**src/rtl/dma_params.svh**
```systemverilog
// register map, field positions and reset values of the dma channel
`ifndef DMA_PARAMS_SVH
`define DMA_PARAMS_SVH

// ==========================================================
// register byte offsets
`define OFS_CMD      8'h00
`define OFS_LOW      8'h04
`define OFS_CTRL     8'h08
`define OFS_ADDR     8'h0C
`define OFS_COUNT    8'h10
`define OFS_STATE    8'h14
`define OFS_STS      8'h18
`define OFS_CLR      8'h1C
`define OFS_EN       8'h20

// ==========================================================
// command register bits
`define CMD_LO_SET    0
`define CMD_LO_CLR    1
`define CMD_HI_SETCLF 2
`define CMD_HI_CLR    3

// ==========================================================
// control word and address word fields
`define CW_SEL_HI    5
`define CW_CLR_BIT   13
`define CW_PACK_BIT  14
`define CW_SET_BIT   15
`define DIR_BIT      15

// ==========================================================
// event bits, reset values, constants
`define EV_DONE      0
`define EV_WORD      1
`define RST_WORD     16'h0000
`define RST_EV       2'h0
`define RST_BUS      32'h0000_0000
`define CNT_LAST     16'hFFFF
`define CNT_STEP     16'h0001
`define ADR_STEP     15'h0001
`define CHAR_PAD     8'h00

`endif

```
**src/rtl/dma_pkg.sv**
```systemverilog
// types shared by the dma channel modules
package dma_pkg;

   typedef enum logic [4:0] {
      ST_IDLE  = 5'b00001,
      ST_WAIT  = 5'b00010,
      ST_FETCH = 5'b00100,
      ST_SEND  = 5'b01000,
      ST_STORE = 5'b10000
   } state_e;

   typedef struct packed {
      state_e      st;
      logic        armed;
      logic        sw;
      logic        flag;
      logic        half;
      logic [15:0] ctl;
      logic [15:0] adr;
      logic [15:0] cnt;
      logic [15:0] word;
      logic [15:0] dout;
      logic [7:0]  hi;
      logic [1:0]  sts;
      logic [1:0]  en;
      logic        set_p;
      logic        clr_p;
      logic        clf_p;
      logic [31:0] rdata;
   } chan_s;

   typedef struct packed {
      logic [2:0] sh;
      logic       level;
      logic       rise;
   } sync_s;

endpackage : dma_pkg

```
**src/rtl/flag_if.sv**
```systemverilog
// synchronised device flag passed from the synchroniser to the channel
`timescale 1ns/1ps
interface flag_if;
   logic level;
   logic rise;
   modport src (output level, output rise);
   modport dst (input level, input rise);
endinterface : flag_if

```
**src/rtl/flag_sync.sv**
```systemverilog
// three-stage synchroniser for the device flag pin
`timescale 1ns/1ps
module flag_sync
   import dma_pkg::*;
(
   input  wire logic sys_clk_in,
   input  wire logic rst_n_in,
   input  wire logic flag_pin_in,
   flag_if.src       fl
);
   import dma_pkg::*;

   sync_s r_ff;
   sync_s nxt_r;

   always_comb begin
      nxt_r       = r_ff;
      nxt_r.sh    = {r_ff.sh[1:0], flag_pin_in};
      nxt_r.rise  = 1'b0;
      // level follows only when stages two and three agree
      if (r_ff.sh[1] == r_ff.sh[2]) begin
         nxt_r.level = r_ff.sh[2];
         nxt_r.rise  = r_ff.sh[2] & ~r_ff.level;
      end
   end

   always_ff @(posedge sys_clk_in) begin
      if (!rst_n_in) begin
         r_ff <= '0;
      end else begin
         r_ff <= nxt_r;
      end
   end

   assign fl.level = r_ff.level;
   assign fl.rise  = r_ff.rise;

endmodule : flag_sync

```
**src/rtl/dma_channel.sv**
```systemverilog
// one dma channel: apb registers, device handshake and memory access
`timescale 1ns/1ps
`include "dma_params.svh"
module dma_channel
   import dma_pkg::*;
(
   input  wire logic        sys_clk_in,
   input  wire logic        rst_n_in,
   input  wire logic        psel_in,
   input  wire logic        penable_in,
   input  wire logic        pwrite_in,
   input  wire logic [7:0]  paddr_in,
   input  wire logic [31:0] pwdata_in,
   output logic      [31:0] prdata_out,
   output logic             pready_out,
   output logic             pslverr_out,
   input  wire logic        dev_flag_in,
   input  wire logic [15:0] dev_data_in,
   output logic      [15:0] dev_data_out,
   output logic      [5:0]  dev_select_code_out,
   output logic             dev_set_ctl_out,
   output logic             dev_clr_ctl_out,
   output logic             dev_clr_flag_out,
   output logic             mem_req_out,
   output logic             mem_we_out,
   output logic      [14:0] mem_addr_out,
   output logic      [15:0] mem_wdata_out,
   input  wire logic [15:0] mem_rdata_in,
   input  wire logic        mem_ack_in,
   output logic             irq_out
);
   import dma_pkg::*;

   // ==========================================================
   // device flag synchroniser
   flag_if fl ();

   flag_sync u_sync (
      .sys_clk_in  (sys_clk_in),
      .rst_n_in    (rst_n_in),
      .flag_pin_in (dev_flag_in),
      .fl          (fl.src)
   );

   // ==========================================================
   // state
   chan_s       r_ff;
   chan_s       nxt_r;
   logic        wr;
   logic        mapped;
   logic        is_in;
   logic        pack;
   logic        fin;
   logic [1:0]  ev;
   logic [31:0] rd_mux;

   assign is_in = r_ff.adr[`DIR_BIT];
   assign pack  = r_ff.ctl[`CW_PACK_BIT];
   assign wr    = psel_in & penable_in & pwrite_in;

   always_comb begin
      mapped = 1'b1;
      rd_mux = `RST_BUS;
      case (paddr_in)
         `OFS_CMD:   rd_mux = `RST_BUS;
         `OFS_LOW:   rd_mux = `RST_BUS;
         `OFS_CTRL:  rd_mux = {16'h0000, r_ff.ctl};
         `OFS_ADDR:  rd_mux = {16'h0000, r_ff.adr};
         `OFS_COUNT: rd_mux = {16'h0000, r_ff.cnt};
         `OFS_STATE: rd_mux = {28'h0000000, ~r_ff.st[0], r_ff.flag, r_ff.sw, r_ff.armed};
         `OFS_STS:   rd_mux = {30'h0000000, r_ff.sts};
         `OFS_CLR:   rd_mux = `RST_BUS;
         `OFS_EN:    rd_mux = {30'h0000000, r_ff.en};
         default:    mapped = 1'b0;
      endcase
   end

   // ==========================================================
   // next state
   always_comb begin
      nxt_r       = r_ff;
      nxt_r.set_p = 1'b0;
      nxt_r.clr_p = 1'b0;
      nxt_r.clf_p = 1'b0;
      fin         = 1'b0;
      ev          = `RST_EV;
      // read data latched in the setup cycle
      if (psel_in && !penable_in) begin
         nxt_r.rdata = rd_mux;
      end
      case (r_ff.st)
         ST_IDLE: begin
            nxt_r.half = 1'b0;
         end
         ST_WAIT: begin
            if (fl.rise) begin
               if (is_in) begin
                  if (pack && !r_ff.half) begin
                     nxt_r.hi   = dev_data_in[7:0];
                     nxt_r.half = 1'b1;
                     if (r_ff.ctl[`CW_SET_BIT]) begin
                        nxt_r.set_p = 1'b1;
                        nxt_r.clf_p = 1'b1;
                     end
                  end else begin
                     nxt_r.word = pack ? {r_ff.hi, dev_data_in[7:0]}
                                       : dev_data_in;
                     nxt_r.st   = ST_STORE;
                  end
               end else begin
                  nxt_r.st = (pack && r_ff.half) ? ST_SEND : ST_FETCH;
               end
            end
         end
         ST_FETCH: begin
            if (mem_ack_in) begin
               nxt_r.word = mem_rdata_in;
               nxt_r.st   = ST_SEND;
            end
         end
         ST_SEND: begin
            nxt_r.set_p = 1'b1;
            nxt_r.clf_p = 1'b1;
            if (pack) begin
               nxt_r.dout = r_ff.half ? {`CHAR_PAD, r_ff.word[7:0]}
                                      : {`CHAR_PAD, r_ff.word[15:8]};
            end else begin
               nxt_r.dout = r_ff.word;
            end
            nxt_r.st = ST_WAIT;
            if (pack && !r_ff.half) begin
               nxt_r.half = 1'b1;
            end else begin
               nxt_r.half = 1'b0;
               nxt_r.adr  = {r_ff.adr[`DIR_BIT], r_ff.adr[14:0] + `ADR_STEP};
               nxt_r.cnt  = r_ff.cnt + `CNT_STEP;
               ev[`EV_WORD] = 1'b1;
               fin = (r_ff.cnt == `CNT_LAST);
            end
         end
         ST_STORE: begin
            if (mem_ack_in) begin
               nxt_r.half = 1'b0;
               nxt_r.adr  = {r_ff.adr[`DIR_BIT], r_ff.adr[14:0] + `ADR_STEP};
               nxt_r.cnt  = r_ff.cnt + `CNT_STEP;
               ev[`EV_WORD] = 1'b1;
               fin = (r_ff.cnt == `CNT_LAST);
               nxt_r.st = ST_WAIT;
               if (!fin && r_ff.ctl[`CW_SET_BIT]) begin
                  nxt_r.set_p = 1'b1;
                  nxt_r.clf_p = 1'b1;
               end
            end
         end
         default: begin
            nxt_r.st = ST_IDLE;
         end
      endcase
      // final word: disarm and raise completion
      if (fin) begin
         nxt_r.armed = 1'b0;
         nxt_r.st    = ST_IDLE;
         ev[`EV_DONE] = 1'b1;
         nxt_r.clr_p = r_ff.ctl[`CW_CLR_BIT];
      end

      // register writes
      if (wr) begin
         case (paddr_in)
            `OFS_CMD: begin
               if (pwdata_in[`CMD_LO_SET]) begin
                  nxt_r.sw = 1'b1;
               end
               if (pwdata_in[`CMD_LO_CLR]) begin
                  nxt_r.sw = 1'b0;
               end
               if (pwdata_in[`CMD_HI_CLR]) begin
                  nxt_r.armed = 1'b0;
                  nxt_r.st    = ST_IDLE;
               end else if (pwdata_in[`CMD_HI_SETCLF]) begin
                  nxt_r.flag = 1'b0;
                  if (!r_ff.armed) begin
                     nxt_r.armed = 1'b1;
                     nxt_r.half  = 1'b0;
                     nxt_r.st    = is_in ? ST_WAIT : ST_FETCH;
                  end
               end
            end
            `OFS_LOW: begin
               if (r_ff.sw) begin
                  nxt_r.cnt = pwdata_in[15:0];
               end else begin
                  nxt_r.adr = pwdata_in[15:0];
               end
            end
            `OFS_CTRL: nxt_r.ctl = pwdata_in[15:0];
            `OFS_EN:   nxt_r.en  = pwdata_in[1:0];
            default: begin
            end
         endcase
      end

      // sticky events, set wins over clear
      nxt_r.sts = r_ff.sts;
      if (wr && paddr_in == `OFS_CLR) begin
         nxt_r.sts = r_ff.sts & ~pwdata_in[1:0];
      end
      nxt_r.sts = nxt_r.sts | ev;
      if (fin) begin
         nxt_r.flag = 1'b1;
      end
   end

   always_ff @(posedge sys_clk_in) begin
      if (!rst_n_in) begin
         r_ff     <= '0;
         r_ff.st  <= ST_IDLE;
      end else begin
         r_ff <= nxt_r;
      end
   end

   // ==========================================================
   // outputs
   // zero wait states: every access ends at once
   assign pready_out          = 1'b1;
   assign pslverr_out         = psel_in & penable_in & ~mapped;
   assign prdata_out          = r_ff.rdata;
   assign dev_data_out        = r_ff.dout;
   assign dev_select_code_out = r_ff.ctl[`CW_SEL_HI:0];
   assign dev_set_ctl_out     = r_ff.set_p;
   assign dev_clr_ctl_out     = r_ff.clr_p;
   assign dev_clr_flag_out    = r_ff.clf_p;
   assign mem_req_out         = r_ff.st[2] | r_ff.st[4];
   assign mem_we_out          = r_ff.st[4];
   assign mem_addr_out        = r_ff.adr[14:0];
   assign mem_wdata_out       = r_ff.word;
   assign irq_out             = |(r_ff.sts & r_ff.en);
endmodule : dma_channel

```
**config.mk**
```make
export PLATFORM = sky130hd
export DESIGN_NAME = dma_channel
export DESIGN_NICKNAME = d
export VERILOG_FILES = /design/src/rtl/dma_pkg.sv /design/src/rtl/flag_if.sv /design/src/rtl/flag_sync.sv /design/src/rtl/dma_channel.sv
export VERILOG_INCLUDE_DIRS = /design/src /design/src/rtl
export SDC_FILE = /design/constraint.sdc
export NUM_CORES = 1
export LEC_CHECK = 0
export ABC_CLOCK_PERIOD_IN_PS = 2500
export BUFFER_PORTS_ARGS = -buffer_cell sky130_fd_sc_hd__buf_2
export CAP_MARGIN = 20
export CORE_MARGIN = 8
export CORE_UTILIZATION = 50
export CTS_BUF_LIST = sky130_fd_sc_hd__clkbuf_8 sky130_fd_sc_hd__clkbuf_16
export CTS_CLUSTER_DIAMETER = 150
export DETAILED_ROUTE_END_ITERATION = 6
export HOLD_SLACK_MARGIN = 0.02
export PLACE_DENSITY = 0.76
export SYNTH_ARGS = -nofsm -noshare
export SYNTH_HDL_FRONTEND = slang
export SYNTH_SLANG_ARGS = --single-unit
```
**constraint.sdc**
```tcl
create_clock -name sys_clk_in -period 2.5 [get_ports sys_clk_in]
set_input_delay 0.125 -clock sys_clk_in [delete_from_list [all_inputs] [get_ports sys_clk_in]]
set_output_delay 0.125 -clock sys_clk_in [all_outputs]
set_load 0.02 [all_outputs]
```
Word-level counts from Yosys, hierarchy flattened
Index checks and enable logic that the tools add are counted.
Cells by class
  add/sub/neg operators: 2
  multipliers: 0
  divide/modulo/power cells: 0
  magnitude comparators: 0
  eq/ne operators: 20
  shift operators: 0
  muxes and demuxes: 58
  bitwise logic cells: 12
  reductions and logical operators: 24
Operators with widths (count)
  $mux W16: 9
  $pmux W16 S6: 1
  $mux W31: 2
  $pmux W31 S2: 1
  $mux W57: 1
  $eq A8 B5 Y1 const B: 4
  $mux W32: 1
  $pmux W16 S2: 1
  $mux W5: 5
  $pmux W5 S5: 1
  $mux W6: 4
  $mux W1: 21
  $add A16 B1 Y16 const B: 1
  $eq A16 B16 Y1 const B: 1
  $eq A8 B4 Y1 const B: 2
  $add A15 B1 Y15 const B: 1
  $reduce_bool A2 Y1: 5
  $mux W9: 1
  $reduce_or A9 Y1: 1
  $eq A8 B3 Y1 const B: 1
  $eq A8 B6 Y1 const B: 1
  $logic_not A8 Y1: 1
  $mux W8: 1
  $reduce_and A2 Y1: 4
  26 further kinds: 45
Storage, ports and cells
  bits in registers: 140
  latch bits: 0
  RAM bits: 0
  bits in read-only memories: 0
  input bits: 79
  output and inout bits: 93
  word-level logic and storage cells: 135
  memories kept: 0

Depth between registers and ports, before layout
Gate-level depths: netlist (run 1).
  word-level depth: 13
  mapped depth: 8
  gate-level depth less buffers: 7

Cells and area by module
A second synthesis (run 1) with hierarchy kept.
Second synthesis, totals
  cells, all modules: 820
  area, all modules: 6834.1 um2
By module, submodules not included
  dma_channel: times used 1, cells each 808, area an instance 6685.2 um2, sequential area each 2382.3 um2
  flag_sync: times used 1, cells each 12, area an instance 148.9 um2, sequential area each 100.1 um2

Worst setup path before layout (run 1)
OpenSTA, ideal clock, no wires.
  path kind: flip-flop to flip-flop
  start point: register r_ff (netlist bit mem_we_out)
  end point: register r_ff[94] (netlist bit)
  setup time: 131 ps
  data arrival time: 1879 ps
  data required time: 2369 ps
  path slack: 490 ps
  stages on the path, launching flop included: 9
  buffers on the path: 2
  period minus slack after synthesis: 2010 ps
  cells stage by stage: dfxtp_1 buf_2 nand2b_1 o21a_1 or4_4 buf_6 nor3_2 xnor2_1 o22ai_2
Between the ends
  cells in the longest elaborated chain, start to end: 5
  elaborated cells on any way between the ends: 6
  classes of those cells: 2 x eq/ne; 4 x mux
Ends and longest elaborated chain
  from (decl): line dma_channel.sv:47  | chan_s r_ff;
  from (signal assigned): line dma_channel.sv:219  | r_ff <= nxt_r;
  $eq A5 B5 Y1 / $eq A5 B4 Y1 (equally long branches): line dma_channel.sv:91  | case (r_ff.st)
  $pmux W31 S2 *: line dma_channel.sv:91
  $mux W16: line dma_channel.sv:190  | if (r_ff.sw) begin
  $mux W32: line dma_channel.sv:169  | case (paddr_in)
  $mux W57 *: line dma_channel.sv:168  | if (wr) begin
Every way passes the cells marked *; elsewhere a longest branch is shown, timed or not. The select of a mux whose other input is x is not followed.
A chain may end at the register's enable or synchronous reset.

Worst setup path after layout (run 1)
  start point: register r_ff (netlist bit mem_we_out)
  end point: register r_ff (netlist bit mem_wdata_out[5])
Between the ends
  cells in the longest elaborated chain, start to end: 3
  elaborated cells on any way between the ends: 9
  classes of those cells: 6 x eq/ne; 1 x mux; 2 x reduce/logical
Ends and longest elaborated chain (line)
  $eq A5 B2 Y1 / $eq A5 B3 Y1 (equally long branches): dma_channel.sv:91
  $ne A2 B1 Y1 (no line) (tied with other cells)
  $reduce_and A5 Y1 (no line)
Several ways; a longest one is shown, not always the timed one.

==> results.md, run 1 <==
* Clk root buf: clkbuf_16
* Wire length per cell at around 17 um
* Final worst slack at 340.0 ps
* Vias per inst at ~5.4
* Nets at 1,008
* GRT Total Usage at 0.2124
* Worst setup EP type: register
* Critical path, cell by cell: nor3_1, and3b_1, and3_1, a22o_2, nor2_1, a311oi_1
* Status: finished, final reports clean
* Initial Utilization at 0.5063
* Sink Count at 124
* Fin. Hold Viols at 0
* Fill cells at about 1,200
* Skew final at 12.00 ps
* Critical Path Start Type: register
* Number of warning messages in the yosys log at 0
* ANT nets after route at 0
* Synth-to-Final Area Change at 17.70%
* Mean Syn Cell Area at slightly below 8 um2
* R2R setup slack at 340 ps
* Top-area cell type share of the netlist area at 0.3747
* Clock Tree Buf Depth at 2
* Final wirelength at 18.53 mm
* Die Footprint at around 0.017 mm2
* CP arrival at 2480 ps
* Remaining Overflow, GRT at 0
* Post-DP HPWL at 12.85 mm
* Leak pwr at 3.072 nW
* 1st-pass router iterations at 5
* CP max stage delay at 450 ps
* Final setup vio count at 0
* Num rows at 42
* Req. time, crit path at 2820 ps
* Dpl ws at 393.5 ps
* Initial DRC Count at 551
* Pwr dens at 602.6 mW/mm2
* Port Buffers at approximately 140
* Layout cell share with drive strength beyond 1 at 0.2138
* Ranking of synthesized cells by area: dfxtp_1, buf_4, nand2_1, a21oi_1, nor2_1
* Unrepaired setup endpoints after global routing: no
* CTS Hold Bufs at 32
* Worst Setup Path Type: register to register
* Crit-path slowest cell: a22o_2
* Finished Cell Area at between 0.007 and 0.008 mm2
* Register bit total from synthesis at 124
* Synth async-reset ratio at 0
* # Post-CTS Setup Buffers at 0
* Fin crit share at 0.8640
* CP Max Fanout at 24
* Post-synthesis instance total at 840
* TritonCTS Buffers at 17
* TNS Setup at 0 ps
* GPL Wtd Cong at about 0.9
* Min Tclk post-route at 2160 ps
* Register area share after synthesis at 0.3747
* Area leader, netlist: dfxtp_1
* Number of global-route vias before repair at 5,825
* VDD IR max at 0.4880 mV
* Antenna Cells at 0
* Maxcap violations at 0
* Placed Area at 0.006884 mm2
* Core ar. at 0.01309 mm2
* Initial antenna violation count at 0
* Commonest non-fill, non-tap cell in the layout: nand2_1
* Die W at 131.1 um
* I/O Pins at 172
* Path type of the worst min-delay path: primary input to register
* Slew Viols, Final at 0
* Synth cell types at 50
* Clock Pin Slew Worst Setup and Hold Paths at 60 ps
* Most frequent cells in the layout: nand2_1, buf_2, dfxtp_1
* Die height at 131.1 um
* Latest clock arrival within the worst-skew pair at 410 ps
* EDFF count, synth at 0
* Cts repair resizes at 0
* Vias post-DR at around 6,100
* F_max at 463.0 MHz
* Syn Std Cell Area at around 0.0066 mm2
* TritonCTS clock tree: yes
* Largest net degree at the start of global routing at 75
* Slew @ Worst Pin at 828.2 ps
* H-tree Lvls at 4
* First-pass GRT wire length at between 30 and 40 mm
* Slew headroom at 0.4428
* Residual DRC at 0
* Dominant synthesized flop cell: dfxtp_1
* Final Power at 4.699 mW
## metal layers
metal,share of wire,vias to the layer above,global-route usage
li1,-,3003,-
met1,0.45,2804,0.2707
met2,0.47,223,0.3431
met3,0.054,35,0.04573
met4,0.025,0,0.08263
met5,0,-,0
## power by group
part	switching, mW	internal [mW]
combinational	0.152	0.100
sequential	0.00185	1.98
clock	0.887	1.58
## cell usage after synthesis, types with 6 or more instances
master and number:
and2_1 6, nand4_1 13, a22oi_1 15, inv_1 8
xnor2_1 17, a311oi_1 16, a21oi_1 72, nand3_1 21
dfxtp_1 124, nand3b_1 13, buf_4 88, nor3_1 13
o21ai_0 41, a22o_1 14, mux2i_1 24, nand2b_1 7
buf_2 9, nand2_1 143, nor2_1 65, clkbuf_1 37
o211ai_1 9, a211oi_1 11, xor2_1 13, and3_1 9
## registers in the layout, indices dropped and copies added (netlist names), 2 cells and up
name / count
dev_select_code_out: 6
mem_wdata_out: 16
prdata_out: 16
u_sync.nxt_r: 2
dev_data_out: 16
mem_addr_out: 15
r_ff: 45
## area by class of cell
type                       count  area, um2  share of cell area
clock inverter                14      153.9             0.01974
timing repair buffer         190       1174              0.1505
clock buffer                  18      439.2             0.05632
tap                          176      220.2             0.02824
sequential                   124       2482              0.3184
inverter                       8      30.03            0.003851
multi-input combinational    586       3298              0.4230
## stage by stage
| step | util | std cells | hold WS (ps) |
|---|---|---|---|
| 4_1_cts | 0.5959 | 1116 | 21.42 |
| 6_report | 0.5959 | 1116 | 24.95 |
| 3_3_place_gp | 0.5261 | 1052 | 330.7 |
| 2_1_floorplan | - | 855 | 221.6 |
| 5_1_grt | 0.5959 | 1116 | 30.81 |
| 3_5_place_dp | 0.5261 | 1052 | 344.0 |
## cells by family (layout without fill, tap and decap cells)
| logic type | count (synthesis) | after routing | synth area share |
|---|---|---|---|
| buffers and inverters | 145 | 230 | 0.1360 |
| AND/OR/NAND/NOR | 313 | 313 | 0.2185 |
| other | 2 | 17 | 0.001134 |
| adder cells (fa/ha/maj) | 2 | 2 | 0.003777 |
| AO/OA/AOI/OAI | 198 | 198 | 0.1866 |
| flip-flops | 124 | 124 | 0.3747 |
| multiplexers | 26 | 26 | 0.03966 |
| XOR/XNOR | 30 | 30 | 0.03966 |
## critical path, delay by kind of cell, from the launching register on
kind	cells	cell delay, ps
AND/OR/NAND/NOR	4	960
AO/OA/AOI/OAI	2	710
flip-flops	1	400
## worst paths after layout
path | from | endpoint | cells past startpoint
max reg2reg | mem_we_out | mem_wdata_out[5] | 6
min reg2reg | u_sync.nxt_r[3] | u_sync.nxt_r[4] | 1
max | mem_we_out | mem_wdata_out[5] | 6
min | pwdata_in[0] | dev_select_code_out[0] | 3
No activity file was read; power rests on OpenSTA's default activity.
==> inputs of run 2 (changes only) <==
--- a/config.mk
+++ b/config.mk
@@ -10,12 +10,11 @@
 export BUFFER_PORTS_ARGS = -buffer_cell sky130_fd_sc_hd__buf_2
 export CAP_MARGIN = 20
 export CORE_MARGIN = 8
-export CORE_UTILIZATION = 50
+export CORE_UTILIZATION = 40
 export CTS_BUF_LIST = sky130_fd_sc_hd__clkbuf_8 sky130_fd_sc_hd__clkbuf_16
 export CTS_CLUSTER_DIAMETER = 150
 export DETAILED_ROUTE_END_ITERATION = 6
 export HOLD_SLACK_MARGIN = 0.02
-export PLACE_DENSITY = 0.76
 export SYNTH_ARGS = -nofsm -noshare
 export SYNTH_HDL_FRONTEND = slang
 export SYNTH_SLANG_ARGS = --single-unit
==> results.md, run 2 (synthesized netlist as in run 1, its figures left out) <==
* TritonCTS Buffers at 17
* Core ar. at 0.01641 mm2
* Fin. Hold Viols at 0
* Clock Tree Buf Depth at 2
* Num rows at 47
* Initial antenna violation count at 1
* Slew headroom at 0.5107
* Req. time, crit path at 2840 ps
* Wire length on met3 at 844 um
* VDD IR max at 0.4662 mV
* Latest clock arrival within the worst-skew pair at between 400 and 500 ps
* Placed Area at 0.006979 mm2
* TNS Setup at 0 ps
* Unrepaired setup endpoints after global routing: no
* Final Power at 4.617 mW
* Vias post-DR at 6,010
* Wire length per cell at 16.70 um
* Number of global-route vias before repair at 5,867
* Residual DRC at 0
* Final worst slack at about 340 ps
* Status: finished, final reports clean
* Dpl ws at roughly 390 ps
* Clk root buf: clkbuf_16
* DP Cell Count at 1,103
* Vias per inst at 5.137
* Slew @ Worst Pin at 732.2 ps
* GRT Total Usage at 0.1873
* Post-DP HPWL at 14.15 mm
* Fin crit share at 0.8657
* ANT nets after route at 0
* Largest net degree at the start of global routing at 35
* GPL Wtd Cong at 0.8360
* Worst Setup Path Type: register to register
* Biggest register: r_ff
* Top sig layer: met4
* Nets at 1,016
* Layout cell share with drive strength beyond 1 at 0.2184
* Min Hold Slack at ~42 ps
* Non-Filler Instances at ~1,200
* Sink Count at 124
* Worst setup EP type: register
* H-tree Lvls at 4
* Slew Viols, Final at 0
* Remaining Overflow, GRT at 0
* First-pass GRT wire length at 30.57 mm
* F_max at 462.1 MHz
* Critical Path Start Type: register
* WL met1 at 9.267 mm
* Met2 WL at roughly 9 mm
* Fill cells at 1,673
* Max reg flops at 45
* Min Tclk post-route at around 2200 ps
* TritonCTS clock tree: yes
* Most frequent cells in the layout: nand2_1, buf_2, dfxtp_1
* Clock Pin Slew Worst Setup and Hold Paths at 60 ps
* Die height at 144.7 um
* Port Buffers at 138
* Die W at ~140 um
* Path type of the worst min-delay path: primary input to register
* Maxcap violations at 0
* Synth-to-Final Area Change at 19.02%
* I/O Pins at 172
* Die Footprint at 0.02094 mm2
* CP arrival at 2510 ps
* Skew final at 17.61 ps
* Finished Cell Area at 0.007885 mm2
* 1st-pass router iterations at 7
* Cts repair resizes at 0
* Leak pwr at 3.096 nW
* Initial Utilization at 0.4038
* Final setup vio count at 0
* Commonest non-fill, non-tap cell in the layout: nand2_1
* Finished Core Util at 0.4806
* Pwr dens at 585.5 mW/mm2
* Initial DRC Count at 403
* CP Max Fanout at 24
* Final wirelength at between 15 and 20 mm
run 2: worst paths after layout:
check / slack, ps / end / cells after the start / from
setup reg to reg: 340 / mem_wdata_out[12] / 6 / mem_we_out
hold / removal: 40 / mem_wdata_out[8] / 3 / mem_rdata_in[8]
setup / recovery: 340 / mem_wdata_out[12] / 6 / mem_we_out
hold reg to reg: 430 / u_sync.nxt_r[4] / 1 / u_sync.nxt_r[3]
run 2: power breakdown:
part | switching (mW) | internal [mW] | leakage (nW)
combinational | 0.155 | 0.102 | 1.81
sequential | 0.00187 | 1.98 | 0.999
clock | 0.903 | 1.47 | 0.285
run 2: cell type report:
| type | count | area [um2] | share of cell area |
|---|---|---|---|
| timing repair buffer | 198 | 1224 | 0.1552 |
| multi-input combinational | 586 | 3298 | 0.4183 |
| clock buffer | 18 | 439.2 | 0.05570 |
| tap | 220 | 275.3 | 0.03491 |
| clock inverter | 14 | 131.4 | 0.01666 |
| inverter | 8 | 30.03 | 0.003808 |
| sequential | 124 | 2482 | 0.3148 |
| antenna | 2 | 5.005 | 0.0006347 |
run 2: critical path, stage by stage, from the launching register on:
cell	delay, ps
dfxtp_1	400
nor3_1	300
and3b_1	310
and3_1	260
a22o_2	450
o211ai_1	190
a21oi_1	170
run 2: metal layers:
layer | track usage | vias to the layer above
met5 | 0 | -
met4 | 0.07667 | 0
met3 | 0.03970 | 25
met2 | 0.2934 | 164
met1 | 0.2457 | 2787
li1 | - | 3034
run 2: what timing repair did:
action,4_1_cts,5_1_grt
hold buffers,33,0
buffers inserted,0,0
hold endpoints to repair,44,0
